===== config.mk =====
export PLATFORM = sky130hd
export DESIGN_NAME = hpsc_port_ctrl
export DESIGN_NICKNAME = d
export VERILOG_FILES = /design/src/pkg/hpsc_pkg.sv /design/src/hpsc_sync2.sv /design/src/hpsc_port_ctrl.sv
export VERILOG_INCLUDE_DIRS = /design/src /design/src/pkg
export SDC_FILE = /design/constraint.sdc
export NUM_CORES = 1
export LEC_CHECK = 0
export ABC_AREA = 1
export BUFFER_PORTS_ARGS = -buffer_cell sky130_fd_sc_hd__buf_2
export CAP_MARGIN = 20
export CORE_ASPECT_RATIO = 1.25
export CORE_MARGIN = 3
export CORE_UTILIZATION = 26
export CTS_BUF_LIST = sky130_fd_sc_hd__clkbuf_16
export CTS_CLUSTER_DIAMETER = 120
export DETAILED_ROUTE_END_ITERATION = 6
export PLACE_DENSITY_LB_ADDON = 0.12
export SLEW_MARGIN = 40
export SYNTH_ARGS = -nofsm -noshare
export SYNTH_HDL_FRONTEND = slang
export SYNTH_HIERARCHICAL = 1
export SYNTH_SLANG_ARGS = --single-unit

===== constraint.sdc =====
create_clock -name clock -period 2.1 [get_ports clock]
set_input_delay 0.21 -clock clock [delete_from_list [all_inputs] [get_ports clock]]
set_output_delay 0.21 -clock clock [all_outputs]
set_load 0.1 [all_outputs]

===== src/pkg/hpsc_defines.svh =====
// register offsets, field positions, reset values and timing counts
`ifndef HPSC_DEFINES_SVH
`define HPSC_DEFINES_SVH
`define HPSC_PORT1_STATUS_CONTROL_OFS 8'h64
`define HPSC_ROUTE_TO_MAIN_FLAG_OFS   8'h60
`define HPSC_STRUCTURAL_PARAMS_OFS    8'h04
`define HPSC_PORT_EVENT_OFS           8'h68
`define HPSC_BIT_ATTACH_PRESENT       0
`define HPSC_BIT_ATTACH_CHANGE        1
`define HPSC_BIT_ENABLED              2
`define HPSC_BIT_RESUME               6
`define HPSC_BIT_SLEEP                7
`define HPSC_BIT_BUS_RESET            8
`define HPSC_BIT_MINUS_LINE           10
`define HPSC_BIT_PLUS_LINE            11
`define HPSC_BIT_POWER                12
`define HPSC_BIT_HANDOFF              13
`define HPSC_LED_LO                   14
`define HPSC_LED_HI                   15
`define HPSC_TEST_LO                  16
`define HPSC_TEST_HI                  19
`define HPSC_BIT_POWER_SWITCH         4
`define HPSC_BIT_PIND                 16
`define HPSC_PORTSC_RESET             32'h0000_2000
`define HPSC_PORTSC_WMASK             32'h00FF_F2C6
`define HPSC_STRUCT_RESET             32'h0001_0011
`define HPSC_POWER_SETTLE_MS          20
`define HPSC_CLOCK_HZ                 50000000
`define HPSC_POWER_SETTLE_CYC \
   (`HPSC_POWER_SETTLE_MS * (`HPSC_CLOCK_HZ / 1000))
`endif


===== src/pkg/hpsc_pkg.sv =====
// types shared by the port status and control block
package hpsc_pkg;
   typedef enum logic [3:0] {
      HPSC_ST_OFF     = 4'h1,
      HPSC_ST_SETTLE  = 4'h2,
      HPSC_ST_READY   = 4'h4,
      HPSC_ST_UNUSED  = 4'h8
   } hpsc_pwr_t;
   typedef logic [31:0] hpsc_word_t;
endpackage


===== src/hpsc_sync2.sv =====
// two-flop synchroniser for pin-level inputs
`timescale 1ns/1ps
module hpsc_sync2 #(
   parameter int W = 1
) (
   input  wire logic         clock,
   input  wire logic         resetn,
   input  wire logic         clk_en,
   input  wire logic [W-1:0] d,
   output logic [W-1:0]      q
);
   logic [W-1:0] meta_q;
   logic [W-1:0] meta_d;
   logic [W-1:0] q_d;

   always_comb begin
      meta_d = clk_en ? d : meta_q;
      q_d    = clk_en ? meta_q : q;
   end

   always_ff @(posedge clock or negedge resetn) begin
      if (!resetn) begin
         meta_q <= '0;
         q      <= '0;
      end else begin
         meta_q <= meta_d;
         q      <= q_d;
      end
   end
endmodule


===== src/hpsc_port_ctrl.sv =====
// port 1 status and control register with routing and power logic
//
// Notes on behaviour
// reset only by power-up or controller reset
// after reset: detached and disabled
// with power switching, state writes need power
// software waits power settle, up to 20 ms
// test select zero normal, else test mode
// indicator writes ignored without indicator capability
// routing flag rising clears ownership bit
// ownership held one while routing flag low
// power bit behaviour follows switch capability
// line state shows plus and minus levels
// bus reset bit reads reset state
// sleep bit reads suspended state
// resume bit reads resume signalling
// enable bit reads port enabled
// attach change set on attach change
// attach present reads peripheral attached
// power off zeroes port status fields
// software writes reserved bits with reset values
// software sets routing flag last
// attach change cleared by writing one
//
// The plain strobed port was chosen for this implementation.
`timescale 1ns/1ps
`include "hpsc_defines.svh"
module hpsc_port_ctrl
   import hpsc_pkg::*;
#(
   parameter int POWER_SETTLE_CYC = `HPSC_POWER_SETTLE_CYC
) (
   input  wire logic        clock,
   input  wire logic        resetn,
   input  wire logic        clk_en,
   input  wire logic        hc_reset,
   input  wire logic [7:0]  addr,
   input  wire logic [31:0] wdata,
   input  wire logic        wr_en,
   input  wire logic        rd_en,
   output logic [31:0]      rdata,
   input  wire logic        attach_pin,
   input  wire logic        plus_line,
   input  wire logic        minus_line,
   input  wire logic        resume_pin,
   output logic             vbus_power_bit,
   output logic             companion_handoff,
   output logic [3:0]       test_select_field,
   output logic [1:0]       indicator_led_field,
   output logic             bus_reset_active,
   output logic             sleep_state,
   output logic             resume_signal,
   output logic             enabled_flag,
   output logic             power_stable
);
   logic [3:0] pins_s;
   hpsc_word_t portsc_q, portsc_d;
   hpsc_word_t struct_q, struct_d;
   logic       routing_flag_q, routing_flag_d;
   logic       attach_prev_q, attach_prev_d;
   hpsc_word_t rdata_q, rdata_d;
   hpsc_pwr_t  pwr_q, pwr_d;
   logic [20:0] settle_q, settle_d;
   logic [31:0] status_view;
   logic       vbus_power_d, handoff_d, bus_reset_d, sleep_d;
   logic       resume_d, enabled_d, stable_d;
   logic [3:0] test_select_d;
   logic [1:0] indicator_d;

   // async pins: two flops before any logic reads them
   hpsc_sync2 #(.W(4)) u_sync (
      .clock  (clock),
      .resetn (resetn),
      .clk_en (clk_en),
      .d      ({resume_pin, minus_line, plus_line, attach_pin}),
      .q      (pins_s)
   );

   function automatic logic hit(input logic [7:0] a, input logic [7:0] o);
      return a == o;
   endfunction

   wire power_on = portsc_q[`HPSC_BIT_POWER];
   // without switching the port is powered, except in the cycle after a controller reset clears the power bit
   wire power_switch_capable = struct_q[`HPSC_BIT_POWER_SWITCH];
   wire port_wr = wr_en && hit(addr, `HPSC_PORT1_STATUS_CONTROL_OFS);

   always_comb begin
      portsc_d       = portsc_q;
      struct_d       = struct_q;
      routing_flag_d = routing_flag_q;
      attach_prev_d  = pins_s[0];
      if (wr_en && hit(addr, `HPSC_ROUTE_TO_MAIN_FLAG_OFS))
         routing_flag_d = wdata[0];
      if (wr_en && hit(addr, `HPSC_STRUCTURAL_PARAMS_OFS))
         struct_d = wdata & 32'h0001_0010;
      // power bit follows capability
      if (!power_switch_capable)
         portsc_d[`HPSC_BIT_POWER] = 1'b1;
      else if (port_wr)
         portsc_d[`HPSC_BIT_POWER] = wdata[`HPSC_BIT_POWER];
      // state changes only while powered
      if (port_wr && (!power_switch_capable
                      || (power_on && pwr_q == HPSC_ST_READY))) begin
         // test select stored as written
         portsc_d[`HPSC_TEST_HI:`HPSC_TEST_LO] =
            wdata[`HPSC_TEST_HI:`HPSC_TEST_LO];
         // indicator needs capability
         if (struct_q[`HPSC_BIT_PIND])
            portsc_d[`HPSC_LED_HI:`HPSC_LED_LO] =
               wdata[`HPSC_LED_HI:`HPSC_LED_LO];
         portsc_d[`HPSC_BIT_BUS_RESET] = wdata[`HPSC_BIT_BUS_RESET];
         portsc_d[`HPSC_BIT_SLEEP]     = wdata[`HPSC_BIT_SLEEP];
         // software drives resume
         portsc_d[`HPSC_BIT_RESUME]    = wdata[`HPSC_BIT_RESUME];
         portsc_d[`HPSC_BIT_ENABLED]   = wdata[`HPSC_BIT_ENABLED]
                                         && pins_s[0];
         portsc_d[`HPSC_BIT_HANDOFF]   = wdata[`HPSC_BIT_HANDOFF];
         // write one clears change
         if (wdata[`HPSC_BIT_ATTACH_CHANGE])
            portsc_d[`HPSC_BIT_ATTACH_CHANGE] = 1'b0;
      end
      // change sets, wins over clear
      if (pins_s[0] != attach_prev_q)
         portsc_d[`HPSC_BIT_ATTACH_CHANGE] = 1'b1;
      // detach drops enable
      if (!pins_s[0])
         portsc_d[`HPSC_BIT_ENABLED] = 1'b0;
      // rising routing flag gives port to main
      if (routing_flag_d && !routing_flag_q)
         portsc_d[`HPSC_BIT_HANDOFF] = 1'b0;
      // low routing flag holds ownership
      if (!routing_flag_d)
         portsc_d[`HPSC_BIT_HANDOFF] = 1'b1;
      // power removed clears driven state
      if (!portsc_d[`HPSC_BIT_POWER])
         portsc_d = portsc_d & 32'h000F_3000;
      // controller reset restores the port word
      if (hc_reset) begin
         portsc_d       = `HPSC_PORTSC_RESET;
         routing_flag_d = 1'b0;
      end
   end

   // settle counter models supply ramp
   always_comb begin
      pwr_d    = pwr_q;
      settle_d = settle_q;
      unique case (pwr_q)
         HPSC_ST_OFF: begin
            if (power_on) begin
               pwr_d    = HPSC_ST_SETTLE;
               settle_d = '0;
            end
         end
         HPSC_ST_SETTLE: begin
            if (!power_on)
               pwr_d = HPSC_ST_OFF;
            else if (settle_q >= 21'(POWER_SETTLE_CYC - 1))
               pwr_d = HPSC_ST_READY;
            else
               settle_d = settle_q + 21'h1;
         end
         HPSC_ST_READY: begin
            if (!power_on)
               pwr_d = HPSC_ST_OFF;
         end
         default: pwr_d = HPSC_ST_OFF;
      endcase
      // controller reset also restarts the ramp
      if (hc_reset) begin
         pwr_d    = HPSC_ST_OFF;
         settle_d = '0;
      end
   end

   always_comb begin
      status_view = portsc_q;
      // attach present from pin
      status_view[`HPSC_BIT_ATTACH_PRESENT] = pins_s[0];
      // line levels, plus high bit
      status_view[`HPSC_BIT_PLUS_LINE]  = pins_s[1];
      status_view[`HPSC_BIT_MINUS_LINE] = pins_s[2];
      // resume detected or driven
      // pin shows a far-end K, the stored bit our own drive
      status_view[`HPSC_BIT_RESUME] = power_on &&
         (pins_s[3] || portsc_q[`HPSC_BIT_RESUME]);
      // unpowered fields read zero
      if (!power_on)
         status_view = status_view & 32'h000F_3C01;
      rdata_d = '0;
      if (rd_en) begin
         if (hit(addr, `HPSC_PORT1_STATUS_CONTROL_OFS))
            rdata_d = status_view;
         else if (hit(addr, `HPSC_ROUTE_TO_MAIN_FLAG_OFS))
            rdata_d = {31'h0, routing_flag_q};
         else if (hit(addr, `HPSC_STRUCTURAL_PARAMS_OFS))
            rdata_d = struct_q;
         else if (hit(addr, `HPSC_PORT_EVENT_OFS))
            rdata_d = {30'h0, pwr_q == HPSC_ST_READY, power_on};
      end
   end

   // only power-up or controller reset
   always_ff @(posedge clock or negedge resetn) begin
      if (!resetn) begin
         // detached, disabled
         portsc_q       <= `HPSC_PORTSC_RESET;
         struct_q       <= `HPSC_STRUCT_RESET;
         routing_flag_q <= 1'b0;
         attach_prev_q  <= 1'b0;
         pwr_q          <= HPSC_ST_OFF;
         settle_q       <= '0;
         rdata_q        <= '0;
      end else if (clk_en) begin
         portsc_q       <= portsc_d;
         routing_flag_q <= routing_flag_d;
         pwr_q          <= pwr_d;
         settle_q       <= settle_d;
         struct_q       <= struct_d;
         attach_prev_q  <= attach_prev_d;
         rdata_q        <= rdata_d;
      end
   end

   // outputs lag the register by one cycle
   always_comb begin
      vbus_power_d  = portsc_q[`HPSC_BIT_POWER];
      handoff_d     = portsc_q[`HPSC_BIT_HANDOFF];
      test_select_d = portsc_q[`HPSC_TEST_HI:`HPSC_TEST_LO];
      indicator_d   = status_view[`HPSC_LED_HI:`HPSC_LED_LO];
      // bus reset state
      bus_reset_d   = status_view[`HPSC_BIT_BUS_RESET];
      // suspend state
      sleep_d       = status_view[`HPSC_BIT_SLEEP];
      resume_d      = status_view[`HPSC_BIT_RESUME];
      // enabled state
      enabled_d     = status_view[`HPSC_BIT_ENABLED];
      stable_d      = pwr_q == HPSC_ST_READY;
   end

   // every output leaves a flop, no glitches on pins
   always_ff @(posedge clock or negedge resetn) begin
      if (!resetn) begin
         vbus_power_bit      <= 1'b0;
         companion_handoff   <= 1'b1;
         test_select_field   <= 4'h0;
         indicator_led_field <= 2'h0;
         bus_reset_active    <= 1'b0;
         sleep_state         <= 1'b0;
         resume_signal       <= 1'b0;
         enabled_flag        <= 1'b0;
         power_stable        <= 1'b0;
      end else if (clk_en) begin
         vbus_power_bit      <= vbus_power_d;
         companion_handoff   <= handoff_d;
         test_select_field   <= test_select_d;
         indicator_led_field <= indicator_d;
         bus_reset_active    <= bus_reset_d;
         sleep_state         <= sleep_d;
         resume_signal       <= resume_d;
         enabled_flag        <= enabled_d;
         power_stable        <= stable_d;
      end
   end

   assign rdata = rdata_q;
endmodule


-- Yosys cells after proc, flatten, opt, wreduce, memory -nomap -nowiden
Index checks and enable logic that the tools add are counted.
- register bits after elaboration: 115
- add/sub/neg operators: 1
- eq/ne operators: 19
- multiplexer cells: 32
- reduce and logical (&&, ||, !) cells: 21
- $lt $le $gt $ge: 1
- operator list (kind ; count):
    $mux 32 ; 5
    $mux 21 ; 4
    $pmux 21 s2 ; 1
    $mux 17 ; 2
    $eq 8x7->1 const B ; 3
    $add 21x1->21 const B ; 1
    $ge 21x20->1 const B ; 1
    $mux 4 ; 5
    $ne 3x3->1 const B ; 6
    $ne 4x4->1 const B ; 4
    $pmux 4 s3 ; 1
    $mux 1 ; 9
    $eq 8x3->1 const B ; 1
    $logic_and 1x1->1 ; 8
    $reduce_and 2->1 ; 4
    $mux 7 ; 1
    $mux 2 ; 3
    $reduce_and 3->1 ; 2
    $reduce_and 5->1 ; 1
    $eq 4x1->1 const B ; 1
    $eq 4x2->1 const B ; 1
    $eq 4x3->1 const B ; 1
    $reduce_and 4->1 ; 1
    $mux 3 ; 1
    5 further kinds ; 7

-- Longest topological paths before layout
- depth in word-level cells: 9
- mapped depth: 12

-- Modules after synthesis
The synthesis kept the hierarchy.
- modules (own cells, without submodules) (module ; sequential area each (µm²) ; cells an instance ; instances ; area each (µm²)):
    hpsc_port_ctrl ; 1834.3 ; 534 ; 1 ; 4174.0
    hpsc_sync2 ; 200.2 ; 34 ; 1 ; 305.3

-- Worst setup path after synthesis
No wires, ideal clock.
- kind: register to output
- from: register, netlist name rdata[30]
- to: output port rdata[20]
- arrival time: 1.555 ns
- path buffers: 1
- path slack: 0.335 ns
- stages on the path, launching flop included: 2
- path through: dfrtp_1 -> buf_4
- RTL lines (item ; line ; text):
    end: declaration ; hpsc_port_ctrl.sv:41 ; output logic [31:0] rdata,

-- Worst setup path in the final report
- from: register settle_q[0]
- to: register settle_q[2]
- word-level cells in the longest chain between the ends: 5
- ends and longest elaborated chain (item ; line ; text):
    start: declaration ; hpsc_port_ctrl.sv:63 ; logic [20:0] settle_q, settle_d;
    start signal: assignment ; hpsc_port_ctrl.sv:219 ; settle_q <= settle_d;
    $add 21x1->21 ; hpsc_port_ctrl.sv:162 ; settle_d = settle_q + 21'h1;
    $mux 21 ; hpsc_port_ctrl.sv:159 ; else if (settle_q >= 21'(POWER_SETTLE_CYC - 1))
    $mux 21 ; hpsc_port_ctrl.sv:157 ; if (!power_on)
    $pmux 21 s2 ; hpsc_port_ctrl.sv:149 ; unique case (pwr_q)
    $mux 21 ; hpsc_port_ctrl.sv:171 ; if (hc_reset) begin
Several ways; a longest one is shown, not always the timed one. The select of a mux whose other input is x is not followed.
A chain may end at the register's enable or synchronous reset.

==> out/results.ini <==
[outcome]
status=completed

[detailed_routing]
viasPerCell=4.47
drtPass1Iterations=4
drtIter0Drc=205
drc=0
ant_nets=0
vias=3848
wl_um=12000
avgRoutedWirePerCell_um=14.0

[clocking]
cts_tree=done
root_buffer=clkbuf_16
clk_latency_ps=340
postCtsSetupBuffers=0
clock-sinks=81
ctsHtreeMaxLevel=3
clkTransAtPathRegs_ps=70
numCtsBuffers=9
cts.path.max_buffers=2

[critical_path]
cp-startpoint=settle_q[0]
crit_fanout=41
crit_path_end=settle_q[2]
critical_path_class=flop to flop
crit_path_start_kind=flop
rr_endpoint=settle_q[2]
worstPathArrival_ps=2110
worstReg2RegStart=settle_q[0]
end_kind=flop
reg2reg_depth=9
required_ps=2360
regToRegSetupSlack_ps=250

[timing]
worst_clock_skew_ps=7.81
worst_hold_slack_ps=65.3
hold_viol=0
rsz0062_at_grt=no
max_freq_mhz=541
timing.final.crit_period_ps=1850
worst_pin_slew_ps=518
setup_tns_ps=0
fin_ws_ps=251
setup_viol=0
max_slew_margin_pct=65.4
slew_violations=0
period_share_pct=88.0

[pwr]
swShare_pct=32.2
power_frac_seq_pct=42.8
p_leak_nw=2.57
combinationalPowerShare_pct=17.1
ir_drop_mv=0.413
p_sw_mw=1.30
pwr-share-clk_pct=40.1
internal_power_mw=2.74
p_per_area_nw_per_um2=763

[floorplan]
die_y_um=153
core_area_um2=16800
dieWidth_um=123
initial_core_util_pct=26.6
rows=53
ioPinCount=95
die_area_um2=18800

[yosys]
post-synth-top-area-cell=dfrtp_1
synth_warnings=6
syn_area_um2=4480
seq_area_frac_synth_pct=45.4
synth-seq-cells=81
synth_area_leaders=dfrtp_1 42%, nand2_1 14%, nor2_1 4.8%, inv_1 3.9%, o21ai_2 3.9%
synthTopCellsByCount=173 x nand2_1, 75 x dfrtp_1, 57 x nor2_1
yosysMostFrequentCell=nand2_1
dominantRegCellSynth=dfrtp_1
synth_top_cell_area_share_pct=41.9
synthArstFlopShare_pct=100
synth_edf_count=0
syn-mean-instance-area_um2=7.89
synthDistinctLibCells=40
syn_nets=619
syn-instance-count=568

[global_route]
grt_pass1_vias=3907
grt_first_pass_wirelength_um=20300
grt_overflow=0
grt_max_degree=46
grt_use_total_pct=13.7
antenna_found_initial=0

[run]
drv_cap=0

[final_layout]
fin_cells=861
area_growth_pct=18.3
drive_gt1_share_pct=26.7
fin_nets=687
n_antenna_cell=0

[placement]
gp_congestion=0.822
place_ws_ps=267
dp_hpwl_um=9050
numPortBuffers=77
place_inst=844

[worst_hold_path]
hold_class=input pin to flop

## layout by cell type, fill, tap and decap left out, drive strengths merged
| cell | count |
|---|---|
| clkinv | 3 |
| nor2 | 63 |
| o22ai | 1 |
| o2111ai | 1 |
| ha | 1 |
| a32o | 2 |
| o31ai | 4 |
| o21a | 1 |
| bufinv | 1 |
| xor2 | 4 |
| nand2 | 195 |
| inv | 58 |
| nand3b | 1 |
| dlygate4sd3 | 1 |
| o21bai | 3 |
| nand3 | 35 |
| a32oi | 1 |
| a22o | 1 |
| clkbuf | 9 |
| o211ai | 2 |
| o21ai | 51 |
| nor3 | 2 |
| buf | 85 |
| xnor2 | 1 |
| a31o | 1 |
| dfstp | 6 |
| clkinvlp | 1 |
| or2 | 2 |
| a21oi | 3 |
| nand4 | 27 |
| dfrtp | 75 |
## cells by family (layout without fill, tap and decap cells)
kind of cell,Yosys count,in the layout,synth area share [%]
simple gates,325,325,32.8
buf+inv,85,158,9.80
flops,81,81,45.4
compound gates,71,71,10.8
xor+xnor,5,5,0.978
fa+ha+maj,1,1,0.279
## power groups by stage
| stage | clock network (mW) | registers, mW | logic (mW) |
|---|---|---|---|
| floorplan | 0 | 1.92 | 0.387 |
| finish | 1.62 | 1.73 | 0.692 |
| global placement | 0 | 1.76 | 0.695 |
| CTS | 1.69 | 1.73 | 0.706 |
| detailed placement | 0 | 1.76 | 0.703 |
| global route | 1.77 | 1.74 | 0.763 |
## metrics by stage
| stage | utilization [%] | total power, mW | instance area (um2) |
|---|---|---|---|
| final | 31.5 | 4.05 | 5300 |
| after global routing | 31.5 | 4.28 | 5300 |
| after CTS | 31.5 | 4.12 | 5300 |
| after detailed placement | 29.6 | 2.46 | 4990 |
| after global placement | 29.6 | 2.45 | 4990 |
| after floorplan | - | 2.31 | 4480 |
## critical path: stages (launching register included)
cell and delay [ps]:
dfrtp_1 480, ha_1 300, nand2_2 130, inv_2 110, nand3_2 100, nand3_2 100
nand2_4 60, nand2_8 290, nand2_1 110, o21ai_2 70
## metal layers
metal	wire, um	up-vias	global-route usage (%)
li1	-	1972	-
met1	5070	1794	16.2
met2	6140	66	23.6
met3	539	16	3.60
met4	275	0	4.96
met5	0	-	0
## what timing repair did
| item | CTS | global route |
|---|---|---|
| endpoints found under the hold margin | 31 | 0 |
| resized for setup | 0 | 0 |
| hold buffers | 1 | 0 |
## how the worst min path moves through the flow
stage                          start               end  slack (ps)  depth (start not counted)
after floorplan               resetn     attach_prev_q         -90                          0
after global placement        resetn      settle_q[16]         210                          1
after detailed placement      resetn      settle_q[16]         230                          1
after CTS                  plus_line  u_sync/meta_q[1]          50                          3
after global routing      attach_pin  u_sync/meta_q[0]          60                          3
final                      plus_line  u_sync/meta_q[1]          70                          3
## state kept, by name, indices dropped and copies added (netlist names), 2 cells and up
| signal | flops |
|---|---|
| rdata | 18 |
| test_select_field | 4 |
| portsc_q | 13 |
| indicator_led_field | 2 |
| u_sync/q | 4 |
| pwr_q | 3 |
| struct_q | 3 |
| settle_q | 21 |
| u_sync/meta_q | 4 |
## final cells by class
class / instances / area, um2
Multi-Input combinational cell: 402 / 2010
Clock inverter: 7 / 77.6
Timing Repair Buffer: 86 / 470
Fill cell: 1851 / 11500
Tap cell: 220 / 275
Sequential cell: 81 / 2030
Clock buffer: 9 / 225
Inverter: 56 / 210
(Power assumes the default switching activity.)
